## src/include/fbs_cfg.svh

```systemverilog
// offsets, field positions, reset values and timing counts of the mode configuration block
`ifndef FBS_CFG_SVH
`define FBS_CFG_SVH

// register byte offsets on the apb bus
`define FBS_OFF_MODE      8'h00
`define FBS_OFF_CTRL      8'h04
`define FBS_OFF_IRQ_STAT  8'h08
`define FBS_OFF_IRQ_MASK  8'h0c
`define FBS_OFF_STATUS    8'h10
`define FBS_OFF_PRM_ADDR  8'h14
`define FBS_OFF_PRM_DATA  8'h18

// mode register field positions
`define FBS_BIT_SLAVE_PROTOCOL   8
`define FBS_BIT_IRQ_TIMEBASE     9
`define FBS_BIT_TICK_TIMEBASE    10
`define FBS_BIT_WATCHDOG_TEST_SELECT          11
`define FBS_BIT_SPECIAL_PRM      12

// control register field positions
`define FBS_BIT_START            0
`define FBS_BIT_EOI              1
`define FBS_BIT_GO_OFFLINE       2

// status register field positions
`define FBS_BIT_STAT_ONLINE      0
`define FBS_BIT_STAT_HOLDOFF     1
`define FBS_BIT_STAT_FULL        2
`define FBS_BIT_STAT_FILL        8

// interrupt event positions
`define FBS_EV_TICK              0
`define FBS_EV_PRM_STORED        1
`define FBS_EV_PRM_FORWARDED     2
`define FBS_EV_PRM_OVERFLOW      3
`define FBS_NUM_EVENTS           4

// reset values
`define FBS_RST_MODE             5'h00
`define FBS_RST_IRQ_MASK         4'h0

// timing, each figure in its own unit, then cycles at the clock rate
`define FBS_CLK_MHZ              100
`define FBS_EOI_SHORT_US         1
`define FBS_EOI_LONG_MS          1
`define FBS_TICK_SHORT_MS        1
`define FBS_TICK_LONG_MS         10
`define FBS_EOI_SHORT_CYC        (`FBS_EOI_SHORT_US * `FBS_CLK_MHZ)
`define FBS_EOI_LONG_CYC         (`FBS_EOI_LONG_MS * 1000 * `FBS_CLK_MHZ)
`define FBS_TICK_SHORT_CYC       (`FBS_TICK_SHORT_MS * 1000 * `FBS_CLK_MHZ)
`define FBS_TICK_LONG_CYC        (`FBS_TICK_LONG_MS * 1000 * `FBS_CLK_MHZ)

`endif

```

## src/include/fbs_pkg.sv

```systemverilog
// types shared by the mode configuration block
package fbs_pkg;

	// operating state of the slave, one-hot
	typedef enum logic [1:0] {
		FBS_OFFLINE = 2'b01,
		FBS_ONLINE  = 2'b10
	} fbs_state_t;

	// configuration bits of the mode register
	typedef struct packed {
		logic special_prm_buffer;
		logic watchdog_test_select;
		logic tick_timebase;
		logic irq_inactive_timebase;
		logic slave_protocol_enable;
	} fbs_mode_t;

	// one parameterization byte with its strobe
	typedef struct packed {
		logic       valid;
		logic [7:0] data;
	} fbs_prm_t;

endpackage

```

## src/core/fbs_mode_cfg.sv

```systemverilog
// fieldbus slave mode configuration bits behind an apb slave
`timescale 1ns/1ps
`include "fbs_cfg.svh"

// Behaviour
// RULE1: with slave protocol enabled and online, every service access point is set up.
// RULE2: with the inactive timebase at 0, interrupt stays low at least 1 us after end of interrupt.
// RULE3: with the inactive timebase at 1, that low time stretches to at least 1 ms.
// RULE4: with the tick timebase at 0, the user tick event fires once every 1 ms.
// RULE5: with the tick timebase at 1, the user tick event fires once every 10 ms.
// RULE6: watchdog test select at 0 runs the watchdog normally; software must never write 1.
// RULE7: with the special buffer bit at 0, parameter bytes go out on the normal path.
// RULE8: software changes the mode bits only while offline, never during bus operation.
// RULE9: an end of interrupt command drives the interrupt low and its bit clears itself.
// RULE10: with the special buffer bit at 1, parameter bytes are stored in the special buffer.
module fbs_mode_cfg #(
	parameter int NUM_SAPS       = 8,
	parameter int PRM_DEPTH      = 32,
	parameter int EOI_LONG_CYC   = `FBS_EOI_LONG_CYC,
	parameter int TICK_SHORT_CYC = `FBS_TICK_SHORT_CYC,
	parameter int TICK_LONG_CYC  = `FBS_TICK_LONG_CYC
) (
	input  wire logic              clock,
	input  wire logic              rstn,
	input  wire logic              psel,
	input  wire logic              penable,
	input  wire logic              pwrite,
	input  wire logic [7:0]        paddr,
	input  wire logic [31:0]       pwdata,
	input  wire logic [3:0]        pstrb,
	output logic      [31:0]       prdata,
	output logic                   pready,
	output logic                   pslverr,
	output logic                   irq,
	output logic                   online,
	output logic      [NUM_SAPS-1:0] slave_service_points,
	output logic                   watchdog_normal,
	input  wire fbs_pkg::fbs_prm_t prm_in,
	output fbs_pkg::fbs_prm_t      prm_fwd
);

	localparam int CNT_W = 20;
	localparam int PAW   = $clog2(PRM_DEPTH);
	localparam int NEV   = `FBS_NUM_EVENTS;
	localparam logic [CNT_W-1:0] EOI_SHORT = CNT_W'(`FBS_EOI_SHORT_CYC);
	localparam logic [CNT_W-1:0] EOI_LONG  = CNT_W'(EOI_LONG_CYC);
	localparam logic [CNT_W-1:0] TICK_SHRT = CNT_W'(TICK_SHORT_CYC - 1);
	localparam logic [CNT_W-1:0] TICK_LNG  = CNT_W'(TICK_LONG_CYC - 1);

	fbs_pkg::fbs_state_t state;
	fbs_pkg::fbs_mode_t  mode;
	logic [NEV-1:0]      irq_stat;
	logic [NEV-1:0]      irq_mask;
	logic [NEV-1:0]      events;
	logic                eoi_cmd;
	logic [CNT_W-1:0]    holdoff_cnt;
	logic [CNT_W-1:0]    tick_cnt;
	logic                tick_pulse;
	logic                tick_wrap;
	logic                prm_rd_setup;
	logic [PAW:0]        prm_count;
	logic [PAW-1:0]      prm_rd_addr;
	logic [7:0]          prm_rd_data;
	logic                prm_read_wait;
	logic                prm_store;
	logic                prm_overflow;
	logic                setup;
	logic                ack;
	logic                wr;
	logic [31:0]         wmask;
	logic [31:0]         rd_value;
	logic                rd_error;
	logic                next_irq;

	// byte offset match on word aligned registers
	function automatic logic fbs_hit(input logic [7:0] addr, input logic [7:0] off);
		return addr[7:2] == off[7:2];
	endfunction

	// expand byte strobes into a bit mask
	function automatic logic [31:0] fbs_lanes(input logic [3:0] strb);
		return {{8{strb[3]}}, {8{strb[2]}}, {8{strb[1]}}, {8{strb[0]}}};
	endfunction

	// apb phase decode
	assign setup = psel && !penable;
	assign ack   = psel && penable && pready;
	assign wr    = ack && pwrite;
	assign wmask = pwdata & fbs_lanes(pstrb);
	assign prm_rd_setup = setup && !pwrite && fbs_hit(paddr, `FBS_OFF_PRM_DATA);

	// offline and online, entered through the control register
	always_ff @(posedge clock) begin
		if (!rstn) begin
			state <= fbs_pkg::FBS_OFFLINE;
		end else begin
			unique case (state)
				fbs_pkg::FBS_OFFLINE: begin
					if (wr && fbs_hit(paddr, `FBS_OFF_CTRL) && wmask[`FBS_BIT_START]) begin
						state <= fbs_pkg::FBS_ONLINE;
					end
				end
				fbs_pkg::FBS_ONLINE: begin
					if (wr && fbs_hit(paddr, `FBS_OFF_CTRL) && wmask[`FBS_BIT_GO_OFFLINE]) begin
						state <= fbs_pkg::FBS_OFFLINE;
					end
				end
			endcase
		end
	end

	// mode bits; writes while online are dropped so a stray write cannot disturb bus operation
	always_ff @(posedge clock) begin
		if (!rstn) begin
			mode <= `FBS_RST_MODE;
		end else if (wr && fbs_hit(paddr, `FBS_OFF_MODE) && pstrb[1]) begin
			if (state == fbs_pkg::FBS_OFFLINE) begin // RULE8
				mode.slave_protocol_enable <= pwdata[`FBS_BIT_SLAVE_PROTOCOL];
				mode.irq_inactive_timebase <= pwdata[`FBS_BIT_IRQ_TIMEBASE];
				mode.tick_timebase         <= pwdata[`FBS_BIT_TICK_TIMEBASE];
				mode.watchdog_test_select  <= pwdata[`FBS_BIT_WATCHDOG_TEST_SELECT];
				mode.special_prm_buffer    <= pwdata[`FBS_BIT_SPECIAL_PRM];
			end
		end
	end

	// end of interrupt command lives for one cycle, then reads back as zero
	always_ff @(posedge clock) begin
		if (!rstn) begin
			eoi_cmd <= 1'b0;
		end else begin
			eoi_cmd <= wr && fbs_hit(paddr, `FBS_OFF_CTRL) && wmask[`FBS_BIT_EOI]; // RULE9
		end
	end

	// inactive time after end of interrupt, loaded from the selected timebase
	always_ff @(posedge clock) begin
		if (!rstn) begin
			holdoff_cnt <= '0;
		end else if (eoi_cmd) begin
			holdoff_cnt <= mode.irq_inactive_timebase ? EOI_LONG : EOI_SHORT; // RULE2 RULE3
		end else if (holdoff_cnt != '0) begin
			holdoff_cnt <= holdoff_cnt - CNT_W'(1);
		end
	end

	// user tick wrap point; >= keeps a shortened period safe after a timebase change
	assign tick_wrap = tick_cnt >= (mode.tick_timebase ? TICK_LNG : TICK_SHRT); // RULE4 RULE5

	// user tick divider
	always_ff @(posedge clock) begin
		if (!rstn) begin
			tick_cnt <= '0;
		end else if (tick_wrap) begin
			tick_cnt <= '0;
		end else begin
			tick_cnt <= tick_cnt + CNT_W'(1);
		end
	end

	// one cycle tick event at each wrap
	always_ff @(posedge clock) begin
		if (!rstn) begin
			tick_pulse <= 1'b0;
		end else begin
			tick_pulse <= tick_wrap;
		end
	end

	// parameter byte steering between special buffer and normal path
	assign prm_store    = prm_in.valid && online && mode.special_prm_buffer
		&& (prm_count != (PAW+1)'(PRM_DEPTH));
	assign prm_overflow = prm_in.valid && online && mode.special_prm_buffer
		&& (prm_count == (PAW+1)'(PRM_DEPTH));

	// fill level restarts with every start so a new parameter set begins at word 0
	always_ff @(posedge clock) begin
		if (!rstn) begin
			prm_count <= '0;
		end else if (wr && fbs_hit(paddr, `FBS_OFF_CTRL) && wmask[`FBS_BIT_START]
				&& state == fbs_pkg::FBS_OFFLINE) begin
			prm_count <= '0;
		end else if (prm_store) begin // RULE10
			prm_count <= prm_count + (PAW+1)'(1);
		end
	end

	// normal path output, only when the special buffer is off
	always_ff @(posedge clock) begin
		if (!rstn) begin
			prm_fwd <= '0;
		end else begin
			prm_fwd.valid <= prm_in.valid && online && !mode.special_prm_buffer; // RULE7
			prm_fwd.data  <= prm_in.data;
		end
	end

	fbs_prm_mem #(
		.WIDTH (8),
		.DEPTH (PRM_DEPTH),
		.AW    (PAW)
	) i_fbs_prm_mem (
		.clock   (clock),
		.rstn    (rstn),
		.wr_en   (prm_store), // RULE10
		.wr_addr (prm_count[PAW-1:0]),
		.wr_data (prm_in.data),
		.rd_en   (prm_rd_setup),
		.rd_addr (prm_rd_addr),
		.rd_data (prm_rd_data)
	);

	// readback address into the special buffer
	always_ff @(posedge clock) begin
		if (!rstn) begin
			prm_rd_addr <= '0;
		end else if (wr && fbs_hit(paddr, `FBS_OFF_PRM_ADDR) && pstrb[0]) begin
			prm_rd_addr <= pwdata[PAW-1:0];
		end
	end

	// event sources of the sticky status bits
	always_comb begin
		events                        = '0;
		events[`FBS_EV_TICK]          = tick_pulse;
		events[`FBS_EV_PRM_STORED]    = prm_store;
		events[`FBS_EV_PRM_FORWARDED] = prm_in.valid && online && !mode.special_prm_buffer;
		events[`FBS_EV_PRM_OVERFLOW]  = prm_overflow;
	end

	// sticky status, write one to clear; a new event beats a clear in the same cycle
	for (genvar i = 0; i < NEV; i++) begin : g_stat
		always_ff @(posedge clock) begin
			if (!rstn) begin
				irq_stat[i] <= 1'b0;
			end else if (events[i]) begin
				irq_stat[i] <= 1'b1;
			end else if (wr && fbs_hit(paddr, `FBS_OFF_IRQ_STAT) && wmask[i]) begin
				irq_stat[i] <= 1'b0;
			end
		end
	end

	// interrupt mask, one bit per event
	always_ff @(posedge clock) begin
		if (!rstn) begin
			irq_mask <= `FBS_RST_IRQ_MASK;
		end else if (wr && fbs_hit(paddr, `FBS_OFF_IRQ_MASK) && pstrb[0]) begin
			irq_mask <= pwdata[NEV-1:0];
		end
	end

	// interrupt level, forced low by the command and through the whole inactive time
	assign next_irq = |(irq_stat & irq_mask) && !eoi_cmd && (holdoff_cnt == '0); // RULE9 RULE2 RULE3

	always_ff @(posedge clock) begin
		if (!rstn) begin
			irq <= 1'b0;
		end else begin
			irq <= next_irq;
		end
	end

	// online flag toward the protocol machine
	always_ff @(posedge clock) begin
		if (!rstn) begin
			online <= 1'b0;
		end else begin
			online <= (state == fbs_pkg::FBS_ONLINE);
		end
	end

	// service access points follow the protocol enable, only while online
	always_ff @(posedge clock) begin
		if (!rstn) begin
			slave_service_points <= '0;
		end else begin
			slave_service_points <= {NUM_SAPS{mode.slave_protocol_enable
				&& state == fbs_pkg::FBS_ONLINE}}; // RULE1
		end
	end

	// watchdog mode; the forbidden test setting is stored, not blocked
	always_ff @(posedge clock) begin
		if (!rstn) begin
			watchdog_normal <= 1'b1;
		end else begin
			watchdog_normal <= !mode.watchdog_test_select; // RULE6
		end
	end

	// read value and unmapped check, evaluated in the setup cycle
	always_comb begin
		rd_value = '0;
		rd_error = 1'b0;
		if (fbs_hit(paddr, `FBS_OFF_MODE)) begin
			rd_value[`FBS_BIT_SLAVE_PROTOCOL] = mode.slave_protocol_enable;
			rd_value[`FBS_BIT_IRQ_TIMEBASE]   = mode.irq_inactive_timebase;
			rd_value[`FBS_BIT_TICK_TIMEBASE]  = mode.tick_timebase;
			rd_value[`FBS_BIT_WATCHDOG_TEST_SELECT]        = mode.watchdog_test_select;
			rd_value[`FBS_BIT_SPECIAL_PRM]    = mode.special_prm_buffer;
		end else if (fbs_hit(paddr, `FBS_OFF_CTRL)) begin
			rd_value[`FBS_BIT_EOI] = eoi_cmd;
		end else if (fbs_hit(paddr, `FBS_OFF_IRQ_STAT)) begin
			rd_value[NEV-1:0] = irq_stat;
		end else if (fbs_hit(paddr, `FBS_OFF_IRQ_MASK)) begin
			rd_value[NEV-1:0] = irq_mask;
		end else if (fbs_hit(paddr, `FBS_OFF_STATUS)) begin
			rd_value[`FBS_BIT_STAT_ONLINE]      = (state == fbs_pkg::FBS_ONLINE);
			rd_value[`FBS_BIT_STAT_HOLDOFF]     = (holdoff_cnt != '0);
			rd_value[`FBS_BIT_STAT_FULL]        = (prm_count == (PAW+1)'(PRM_DEPTH));
			rd_value[`FBS_BIT_STAT_FILL+:PAW+1] = prm_count;
		end else if (fbs_hit(paddr, `FBS_OFF_PRM_ADDR)) begin
			rd_value[PAW-1:0] = prm_rd_addr;
		end else if (!fbs_hit(paddr, `FBS_OFF_PRM_DATA)) begin
			rd_error = 1'b1;
		end
	end

	// buffer reads cost one extra wait state because the ram output is registered
	always_ff @(posedge clock) begin
		if (!rstn) begin
			prm_read_wait <= 1'b0;
		end else begin
			prm_read_wait <= prm_rd_setup;
		end
	end

	// apb answer registers: no wait state, one for buffer reads
	always_ff @(posedge clock) begin
		if (!rstn) begin
			pready  <= 1'b0;
			pslverr <= 1'b0;
			prdata  <= '0;
		end else if (ack) begin
			pready  <= 1'b0;
			pslverr <= 1'b0;
			prdata  <= '0;
		end else if (prm_read_wait) begin
			pready  <= 1'b1;
			prdata  <= {24'h000000, prm_rd_data};
		end else if (setup && !prm_rd_setup) begin
			pready  <= 1'b1;
			pslverr <= rd_error;
			prdata  <= pwrite ? 32'h00000000 : rd_value;
		end
	end

endmodule

```

## src/core/fbs_prm_mem.sv

```systemverilog
// special parameter buffer storage with registered read data
`timescale 1ns/1ps

module fbs_prm_mem #(
	parameter int WIDTH = 8,
	parameter int DEPTH = 32,
	parameter int AW    = $clog2(DEPTH)
) (
	input  wire logic             clock,
	input  wire logic             rstn,
	input  wire logic             wr_en,
	input  wire logic [AW-1:0]    wr_addr,
	input  wire logic [WIDTH-1:0] wr_data,
	input  wire logic             rd_en,
	input  wire logic [AW-1:0]    rd_addr,
	output logic      [WIDTH-1:0] rd_data
);

	logic [WIDTH-1:0] mem [DEPTH];

	// array carries no reset so it maps onto plain ram
	always_ff @(posedge clock) begin
		if (wr_en) begin
			mem[wr_addr] <= wr_data;
		end
	end

	// read data from a register, one cycle after rd_en
	always_ff @(posedge clock) begin
		if (!rstn) begin
			rd_data <= '0;
		end else if (rd_en) begin
			rd_data <= mem[rd_addr];
		end
	end

endmodule

```

## config.mk

```make
export PLATFORM = sky130hd
export DESIGN_NAME = fbs_mode_cfg
export DESIGN_NICKNAME = d
export VERILOG_FILES = /design/src/include/fbs_pkg.sv /design/src/core/fbs_mode_cfg.sv /design/src/core/fbs_prm_mem.sv
export VERILOG_INCLUDE_DIRS = /design/src /design/src/include
export SDC_FILE = /design/constraint.sdc
export NUM_CORES = 1
export LEC_CHECK = 0
export BUFFER_PORTS_ARGS = -buffer_cell sky130_fd_sc_hd__buf_4
export CORE_MARGIN = 10
export CORE_UTILIZATION = 30
export CTS_CLUSTER_DIAMETER = 60
export DETAILED_ROUTE_END_ITERATION = 10
export PLACE_DENSITY_LB_ADDON = 0.05
export SYNTH_ARGS = -nofsm -noshare
export SYNTH_HDL_FRONTEND = slang
export SYNTH_SLANG_ARGS = --single-unit
```

## constraint.sdc

```tcl
create_clock -name clock -period 2.9 [get_ports clock]
set_input_delay 0.87 -clock clock [delete_from_list [all_inputs] [get_ports clock]]
set_output_delay 0.87 -clock clock [all_outputs]
set_load 0.005 [all_outputs]
```

==> reports/results.txt, run 1 <==
Status - completed
Post-DP HPWL - 28300 µm
Post-synthesis register bit count - 362
Hold Path Class - flop to flop
Clock slew at reported path FFs - 50 ps
Power Density - 678 nW/µm²
FMAX - 401 MHz
Compound-Gate Fraction of Synth Area - 6.49%
Unique cell type count in the Yosys netlist - 71
Crit-path max FO - 8
Post-synthesis mux area share - 10.9%
Port buffer count - 67
Most frequent cells after synthesis - 256 x edfxtp_1, 114 x nor2_1, 106 x dfxtp_1
WP data arrival - 2770 ps
GRT overflow - 0
DRC Markers - 0
CTS Hold Bufs - 0
Routed WL per cell - 21.7 µm
Vias in the first global route - 9625
Endpoints failing setup - 0
Leakage power - 6.25 nW
First-pass GRT wire length - 62900 µm
Main combinational cell family by area after synthesis - simple AND/OR/NAND/NOR gates
Initial antenna violation count - 1
Num CTS Buffers - 46
RSZ-0062 raised after global routing - no
Worst-Margin Slew - 854 ps
Critical Path Sink Type - flop
Cells after Synth - 1084
Synthesized area - 15200 µm²
Clock Skew - 15.9 ps
CTS sink count - 362
Number of synthesized flops with an enable pin - 256
Final layout net count - 1293
Clock Tree Root - clkbuf_16
CP required - 3170 ps
Routed WL - 41800 µm
Die H - 245 µm
Diodes inserted - 0
Share of the synthesized area in the top cell type - 50.5%
# rows - 82
Synth area leaders - edfxtp_1 51%, dfxtp_1 14%, mux4_2 7.1%
Simple logic cell fraction of the synthesized area - 11.1%
Die Span X - 245 µm
Largest net degree at the start of global routing - 34
Max Cap Violations - 0
TNS Setup - 0 ps
GRT Resource Usage Total - 13.9%
Post-synthesis sequential area ratio - 64.4%
Starting DRT DRC Count - 585
Final ANT Viol Nets - 0
Slew margin rel. - 42.8%
Startpoint Class - flop
Gpl congestion - 0.724
Hold Vio Cnt, Final - 0
Initial core utilization - 30.3%
Worst skew pair latency - 580 ps
Share of post-route cells with drive strength above 1 - 22.5%
Fin. max-slew vios - 0
Top-count cell post-synth - edfxtp_1
Post-CTS Setup Inserts - 0
Layout area overhead - 20.1%
Routed vias/inst - 4.75
Clock period minus worst slack - 2490 ps
Ys Warns - 0
Synth Flop Type - edfxtp_1
Mapped Avg Cell Area - 14.0 µm²
Peak supply drop - 394 µV
Asr flop ratio synth - 0%
Core Region - 50200 µm²
Adder-cell share of the synthesized area - 1.23%
PostCTS Resize Cnt - 0
Full die area - 60100 µm²
Synth area leader - edfxtp_1
# IOs - 112
CTS tree - yes
Total power draw - 0.0124 W
Final period util - 86.0%
Crit Path Class - flop to flop
Synth Area in XOR/XNOR - 2.30%
Routed vias - 9162
CTS HTree Levels - 2
Bufs on Longest Clock Path - 3
Drt pass-1 iters - 4
==> per-layer routing <==
metal  routed length [µm]  global-route usage (%)
met1                18900                    18.6
met2                20200                    22.7
met3                 1870                    2.32
met4                  846                    4.47
met5                    0                       0
==> critical path, cell delays in order (launching register included) <==
cell	delay [ps]
dfxtp_1	490
inv_1	110
ha_1	230
and2_1	210
a21boi_2	300
nand2_1	360
nor2_1	280
buf_4	210
==> logic make-up (layout without fill, tap and decap cells) <==
logic type | after synthesis | after routing
DFF | 362 | 362
xor gates and xnor gates | 40 | 40
other | 1 | 18
adders and majority gates | 15 | 15
muxes | 103 | 103
buffers and inverters | 97 | 252
and+or+nand+nor | 326 | 326
AOI/OAI and AO/OA | 140 | 140
==> cells in the final DEF (no fill, tap or decap), types with 13 or more instances in the layout <==
cell type  count
mux2i_1       46
mux4_2        48
ha_1          15
conb_1        18
dfxtp_1      104
nor2b_1       17
xor2_1        25
clkbuf_1      14
nand2b_1      14
buf_4        147
inv_1         18
and2_1        15
o21ai_0       20
nand3b_1      13
a21oi_1       28
nand4_1       17
nor2_1       114
clkbuf_16     49
xnor2_1       15
nor3_1        21
edfxtp_1     256
nand2_1       54
nand3_1       16
==> power by group <==
| part | total, W | switching [W] | internal [W] |
|---|---|---|---|
| logic | 0.00106 | 0.000643 | 0.000414 |
| registers | 0.00576 | 0.000120 | 0.00564 |
| clock network | 0.00558 | 0.00218 | 0.00340 |
==> metrics by stage <==
stage | setup WS, ps | hold WS, ps | utilization, % | std cells | area, µm²
2_1_floorplan | 507 | 370 | - | 1101 | 15300
3_3_place_gp | 170 | 404 | 33.5 | 1844 | 16800
3_5_place_dp | 160 | 394 | 33.5 | 1844 | 16800
4_1_cts | 346 | 407 | 36.5 | 1928 | 18300
5_1_grt | 226 | 432 | 36.5 | 1928 | 18300
6_report | 407 | 405 | 36.5 | 1928 | 18300
==> flip-flops by register name (all words and copies together), names as in the netlist <==
register and count:
eoi_cmd 1, holdoff_cnt 20, i_fbs_prm_mem.mem 256, i_fbs_prm_mem.rd_data 8, irq 1, irq_mask 4
irq_stat 4, mode 5, online 1, prdata 14, pready 1, prm_count 6
prm_fwd 9, prm_rd_addr 5, prm_read_wait 1, pslverr 1, slave_service_points 1, state 2
tick_cnt 20, tick_pulse 1, watchdog_normal 1
==> area by class of cell <==
class                      count  area (µm²)
timing repair buffer         149        1140
sequential                   362        9820
fill                        4881       31900
inverter                      19        71.3
multi-input combinational    642        4940
clock inverter                19         173
tap                          672         841
clock buffer                  65        1310
==> worst paths after layout <==
kind	from	endpoint	slack (ps)	depth (start not counted)
setup reg to reg	prm_count[0]$_SDFFE_PP0P_	i_fbs_prm_mem.mem[9][1]$_DFFE_PP_	410	7
setup / recovery	prm_count[0]$_SDFFE_PP0P_	i_fbs_prm_mem.mem[9][1]$_DFFE_PP_	410	7
hold reg to reg	mode[3]$_SDFFE_PN0P_	watchdog_normal$_SDFF_PN1_	400	1
hold / removal	mode[3]$_SDFFE_PN0P_	watchdog_normal$_SDFF_PN1_	400	1
No activity file was read; power rests on OpenSTA's default activity.
==> inputs of run 2 (changes only) <==
==> constraint.sdc (replaced) <==
create_clock -name clock -period 2.9 [get_ports clock]
set_input_delay 0.435 -clock clock [delete_from_list [all_inputs] [get_ports clock]]
set_output_delay 0.435 -clock clock [all_outputs]
set_load 0.005 [all_outputs]
==> run 2 against run 1 <==
Compared with the run above:
- clock skew grew 4.7 ps
- critical path type unchanged
- register-to-register slack improved by 40 ps
- hold slack worse by 300 ps
- first-iteration DRC count down 10%
- maximum frequency is 1.7% higher
- die area unchanged
- core utilization decreased by 0.22 points
- cell count is 0.57% lower
- sequential cell count did not move
- combinational power is essentially flat
- sequential share of layout area increased by 0.33 points
==> reports/results.txt, run 2 (synthesis results as in run 1) <==
Die H - 245 µm (unchanged)
Full die area - 60100 µm² (unchanged)
Final period util - 84.5% (was 86.0%)
Final ANT Viol Nets - 0 (unchanged)
Clock Tree Root - clkbuf_16 (unchanged)
Share of post-route cells with drive strength above 1 - 22.4% (was 22.5%)
Crit Path Class - flop to flop (unchanged)
RSZ-0062 raised after global routing - no (unchanged)
FMAX - 408 MHz (was 401 MHz)
Leakage power - 6.19 nW (was 6.25 nW)
GRT overflow - 0 (unchanged)
CTS Hold Bufs - 0 (unchanged)
Initial antenna violation count - 1 (unchanged)
Critical Path Sink Type - flop (unchanged)
R2R setup slack - 450 ps (was 410 ps)
Endpoints failing setup - 0 (unchanged)
Hold_sp - pwdata[11] (was mode[3]$_SDFFE_PN0P_)
Routed vias - 9120 (was 9162)
CTS HTree Levels - 2 (unchanged)
Die Span X - 245 µm (unchanged)
Hold Path End - mode[3]$_SDFFE_PN0P_ (was watchdog_normal$_SDFF_PN1_)
R2R Path Start - prm_rd_addr[1]$_SDFFE_PN0P_ (was prm_count[0]$_SDFFE_PP0P_)
Largest net degree at the start of global routing - 34 (unchanged)
Status - completed (unchanged)
Worst-Margin Slew - 731 ps (was 854 ps)
Routed WL per cell - 21.8 µm (was 21.7 µm)
Post-DP HPWL - 28200 µm (was 28300 µm)
Total placed instance area - 16800 µm² (about the same)
Final layout net count - 1282 (was 1293)
Slew margin rel. - 50.8% (was 42.8%)
Most frequent cells in the layout - 256 x edfxtp_1, 136 x buf_4, 114 x nor2_1 (was 256 x edfxtp_1, 147 x buf_4, 114 x nor2_1)
Crit-path max FO - 21 (was 8)
Routed vias/inst - 4.76 (was 4.75)
Clock Skew - 20.6 ps (was 15.9 ps)
# rows - 82 (unchanged)
Hold Vio Cnt, Final - 0 (unchanged)
Bufs on Longest Clock Path - 3 (unchanged)
Max FFs per register - 256 (unchanged)
CTS sink count - 362 (unchanged)
CP required - 3330 ps (was 3170 ps)
Layout area overhead - 19.4% (was 20.1%)
Initial core utilization - 30.3% (unchanged)
Post-CTS Setup Inserts - 0 (unchanged)
Port buffer count - 67 (unchanged)
Fin. max-slew vios - 0 (unchanged)
Clock period minus worst slack - 2450 ps (was 2490 ps)
Post-layout instance area - 18200 µm² (was 18300 µm²)
R2R depth - 7 (unchanged)
GRT Resource Usage Total - 13.9% (about the same)
TNS Setup - 0 ps (unchanged)
Core Region - 50200 µm² (unchanged)
Starting DRT DRC Count - 525 (was 585)
Hold Path Cell Cnt - 3 (was 1)
WP data arrival - 2880 ps (was 2770 ps)
Worst skew pair latency - 570 ps (was 580 ps)
Peak supply drop - 368 µV (was 394 µV)
PostCTS Resize Cnt - 0 (unchanged)
Multi-input logic area - 4940 µm² (unchanged)
Hold Path Class - input pin to flop (was flop to flop)
Max Cap Violations - 0 (unchanged)
DRC Markers - 0 (unchanged)
Drt pass-1 iters - 5 (was 4)
First-pass GRT wire length - 62800 µm (was 62900 µm)
Gpl congestion - 0.743 (was 0.724)
Vias in the first global route - 9495 (was 9625)
Most flops, register - i_fbs_prm_mem.mem (unchanged)
Num CTS Buffers - 44 (was 46)
FILL cells - 4818 (was 4881)
# IOs - 112 (unchanged)
Routed WL - 41900 µm (was 41800 µm)
Total power draw - 0.0122 W (was 0.0124 W)
Largest regs - i_fbs_prm_mem.mem (256), holdoff_cnt (20), tick_cnt (20) (unchanged)
Clock slew at reported path FFs - 60 ps (was 50 ps)
Commonest non-fill, non-tap cell in the layout - edfxtp_1 (unchanged)
Power Density - 671 nW/µm² (was 678 nW/µm²)
CTS tree - yes (unchanged)
Critical R2R Capture - i_fbs_prm_mem.rd_data[1]$_SDFFE_PN0P_ (was i_fbs_prm_mem.mem[9][1]$_DFFE_PP_)
Startpoint Class - flop (unchanged)
Area occupied by registers - 9820 µm² (unchanged)
run 2: cell types whose count changed in the layout (fill, tap and decap cells not counted), sizes merged:
cell,before,now
buf,149,140
bufinv,3,4
clkbuf,65,50
clkinv,15,24
clkinvlp,0,1
diode,0,1
inv,20,21
run 2: metal layers:
metal  share of wire [%]  up-vias  global-route usage, %
met5                   0        -                      0
met4                 1.6        0                   3.73
met3                 4.0       44                   2.57
met2                  48      142                   22.7
met1                  46     4594                   18.6
li1                    -     4340                      -
run 2: metrics by stage:
step	setup slack, ps	hold WS [ps]	utilization (%)	instances
2_1_floorplan	723	370	-	1101
3_3_place_gp	457	406	33.4	1835
3_5_place_dp	465	403	33.4	1835
4_1_cts	464	72.6	36.2	1916
5_1_grt	257	110	36.2	1916
6_report	449	104	36.2	1917
run 2: layout make-up:
type                            instances  area share [%]
Antenna cell                            1          0.0138
Clock buffer                           50            6.30
Clock inverter                         31            1.45
Inverter                               19           0.392
Multi-Input combinational cell        642            27.2
Sequential cell                       362            54.0
Tap cell                              672            4.63
Timing Repair Buffer                  140            6.06
run 2: worst max path at each step:
stage,from,to,slack (ps),depth (start not counted)
6_report,prm_rd_addr[1]$_SDFFE_PN0P_,i_fbs_prm_mem.rd_data[1]$_SDFFE_PN0P_,450,7
5_1_grt,mode[2]$_SDFFE_PN0P_,tick_cnt[8]$_SDFF_PP0_,260,8
4_1_cts,prm_rd_addr[0]$_SDFFE_PN0P_,i_fbs_prm_mem.rd_data[4]$_SDFFE_PN0P_,460,6
3_5_place_dp,prm_rd_addr[0]$_SDFFE_PN0P_,i_fbs_prm_mem.rd_data[4]$_SDFFE_PN0P_,470,6
3_3_place_gp,prm_rd_addr[0]$_SDFFE_PN0P_,i_fbs_prm_mem.rd_data[4]$_SDFFE_PN0P_,460,6
2_1_floorplan,prm_count[0]$_SDFFE_PP0P_,i_fbs_prm_mem.mem[11][0]$_DFFE_PP_,720,6
run 2: power by group:
part	internal (W)	switching (W)	leakage, nW
registers	0.00564	0.000115	3.16
logic	0.000412	0.000646	2.33
clock network	0.00319	0.00219	0.698
run 2: critical path: stages (launching register included):
cell	delay [ps]
dfxtp_4	430
buf_12	200
buf_4	200
nor2b_1	540
a221o_1	310
o22ai_1	100
o21ai_0	390
nand3_1	130
==> inputs of run 3 (changes only) <==
clock period = 2.5 ns   (was 2.9 ns; I/O delays follow)
==> run 3 against run 2 <==
Compared with the run above:
- cell count up 1.7%
- global-route usage up 0.10 points
- sequential power up 16%
- via count up 1.9%
- core utilization up 0.67 points
- non-clock buffer count up 29
- worst setup slack worse by 290 ps
- register-to-register slack worse by 290 ps
==> reports/results.txt, run 3 (synthesis results as in run 1) <==
R2R setup slack - 160 ps (was 450 ps)
Crit-path max FO - 12 (was 21)
Routed WL - 42500 µm (was 41900 µm)
Final std cells w/o fill - 1949 (was 1917)
Initial core utilization - 30.3% (unchanged)
Worst setup endpoint - i_fbs_prm_mem.rd_data[0]$_SDFFE_PN0P_ (was i_fbs_prm_mem.rd_data[1]$_SDFFE_PN0P_)
Peak supply drop - 433 µV (was 368 µV)
GRT overflow - 0 (unchanged)
Hold Path Class - input pin to flop (unchanged)
Layout area overhead - 21.6% (was 19.4%)
Total power draw - 0.0146 W (was 0.0122 W)
Bufs on Longest Clock Path - 3 (unchanged)
Max Cap Violations - 0 (unchanged)
Worst-Margin Slew - 958 ps (was 731 ps)
GRT Resource Usage Total - 14.0% (was 13.9%)
Num CTS Buffers - 46 (was 44)
CTS tree - yes (unchanged)
Most flops, register - i_fbs_prm_mem.mem (unchanged)
Vias in the first global route - 9702 (was 9495)
Critical R2R Capture - i_fbs_prm_mem.rd_data[0]$_SDFFE_PN0P_ (was i_fbs_prm_mem.rd_data[1]$_SDFFE_PN0P_)
Final layout net count - 1313 (was 1282)
CP Cell Sequence - clkbuf_16 -> mux4_2 -> o211ai_1 -> o2111ai_1 -> a32o_1 (was buf_12 -> buf_4 -> nor2b_1 -> a221o_1 -> o22ai_1 -> o21ai_0 -> nand3_1)
Critical Path Sink Type - flop (unchanged)
Largest regs - i_fbs_prm_mem.mem (256), holdoff_cnt (20), tick_cnt (20) (unchanged)
Post-placement cell count - 1862 (was 1835)
Gpl congestion - 0.740 (was 0.743)
Power Density - 786 nW/µm² (was 671 nW/µm²)
Diodes inserted - 0 (was 1)
Crit Path Class - flop to flop (unchanged)
Routed vias - 9291 (was 9120)
CTS sink count - 362 (unchanged)
Initial antenna violation count - 1 (unchanged)
WP data arrival - 2790 ps (was 2880 ps)
# rows - 82 (unchanged)
DRC Markers - 0 (unchanged)
Starting DRT DRC Count - 579 (was 525)
Endpoints failing setup - 0 (unchanged)
Final period util - 93.5% (was 84.5%)
Drt pass-1 iters - 5 (unchanged)
Routed vias/inst - 4.77 (was 4.76)
First-pass GRT wire length - 63100 µm (was 62800 µm)
Hold Vio Cnt, Final - 0 (unchanged)
Clock Tree Root - clkbuf_16 (unchanged)
R2R depth - 5 (was 7)
Clock Skew - 27.3 ps (was 20.6 ps)
Die Span X - 245 µm (unchanged)
CP top delay family - compound AO/OA/AOI/OAI gates (unchanged)
R2R Path Start - prm_rd_addr[0]$_SDFFE_PN0P_ (was prm_rd_addr[1]$_SDFFE_PN0P_)
Die H - 245 µm (unchanged)
Full die area - 60100 µm² (unchanged)
Max FFs per register - 256 (unchanged)
Final ANT Viol Nets - 0 (unchanged)
Critical Path Max Stage Delay - 540 ps (about the same)
CTS HTree Levels - 2 (unchanged)
Share of post-route cells with drive strength above 1 - 24.0% (was 22.4%)
Port buffer count - 67 (unchanged)
Slew margin rel. - 35.9% (was 50.8%)
Clock slew at reported path FFs - 60 ps (about the same)
FMAX - 428 MHz (was 408 MHz)
Startpoint Class - flop (unchanged)
TNS Setup - 0 ps (unchanged)
Most frequent cells in the layout - 256 x edfxtp_1, 163 x buf_4, 114 x nor2_1 (was 256 x edfxtp_1, 136 x buf_4, 114 x nor2_1)
Critical path depth - 5 (was 7)
Commonest non-fill, non-tap cell in the layout - edfxtp_1 (unchanged)
Status - completed (unchanged)
Clock period minus worst slack - 2340 ps (was 2450 ps)
Fin. max-slew vios - 0 (unchanged)
RSZ-0062 raised after global routing - no (unchanged)
Routed WL per cell - 21.8 µm (about the same)
CP max stage cell - dfxtp_4 (was nor2b_1)
WP buf/inv - 1 (was 2)
Core Region - 50200 µm² (unchanged)
FILL cells - 4824 (was 4818)
Crit path launch - prm_rd_addr[0]$_SDFFE_PN0P_ (was prm_rd_addr[1]$_SDFFE_PN0P_)
Post-DP HPWL - 28300 µm (was 28200 µm)
CP required - 2950 ps (was 3330 ps)
Leakage power - 6.38 nW (was 6.19 nW)
Largest net degree at the start of global routing - 34 (unchanged)
# IOs - 112 (unchanged)
Worst skew pair latency - 580 ps (was 570 ps)
[run 3: changes by cell type in the layout (fill, tap and decap cells not counted)]
cell	before	now
clkbuf_1	5	4
bufinv_16	4	5
clkbuf_16	45	48
clkbuf_8	0	1
clkinv_1	11	16
buf_4	136	163
clkinv_2	11	4
diode_2	1	0
inv_6	3	5
dlygate4sd3_1	0	1
clkinv_4	2	3
[run 3: through the flow]
stage | utilization (%) | setup slack [ps] | instance area [µm²] | hold WS (ps)
floorplan | - | 323 | 15300 | 370
global placement | 33.8 | 67.8 | 17000 | 406
detailed placement | 33.8 | 65.4 | 17000 | 408
CTS | 36.8 | 38.0 | 18500 | 0.495
global route | 36.9 | 28.9 | 18500 | 11.4
finish | 36.9 | 164 | 18500 | 38.9
[run 3: worst min-delay path, delay by kind of cell]
family        cells  cell delay (ps)
buf+inv           1               80
simple gates      1               70
mux               1               50
[run 3: what timing repair did]
action / CTS / global route
hold buffers: 1 / 0
endpoints found under the setup margin: 0 / 4
endpoints found under the hold margin: 1 / 0
setup buffers: 0 / 1
resized for setup: 0 / 0
[run 3: layout make-up]
class	count	area [µm²]	share of cell area (%)
flip-flops and latches	362	9820	53.0
multi-input cells	642	4940	26.7
repair buffers	169	1340	7.23
clock buffers	52	1200	6.51
well taps	672	841	4.54
clock inverters	33	304	1.64
inverters	19	71.3	0.385
[run 3: metal layers]
layer	GRT usage, %	vias up	wire length (µm)
met5	0	-	0
met3	2.85	53	1580
met1	18.6	4693	19700
li1	-	4411	-
met4	3.53	0	758
met2	23.0	134	20400
[run 3: worst min-delay path by stage]
stage / slack, ps / end / cells after the start / from
3_5_place_dp: 410 / watchdog_normal$_SDFF_PN1_ / 1 / mode[3]$_SDFFE_PN0P_
4_1_cts: 0.5 / mode[3]$_SDFFE_PN0P_ / 3 / pwdata[11]
6_report: 40 / mode[3]$_SDFFE_PN0P_ / 3 / pwdata[11]
2_1_floorplan: 370 / watchdog_normal$_SDFF_PN1_ / 1 / mode[3]$_SDFFE_PN0P_
3_3_place_gp: 410 / watchdog_normal$_SDFF_PN1_ / 1 / mode[3]$_SDFFE_PN0P_
5_1_grt: 10 / mode[4]$_SDFFE_PN0P_ / 3 / pwdata[12]
[run 3: power by group]
group | total [W] | switching, W | leakage (nW) | internal [W]
Combinational | 0.00126 | 0.000755 | 2.48 | 0.000502
Clock | 0.00662 | 0.00263 | 0.736 | 0.00399
Sequential | 0.00668 | 0.000136 | 3.16 | 0.00654
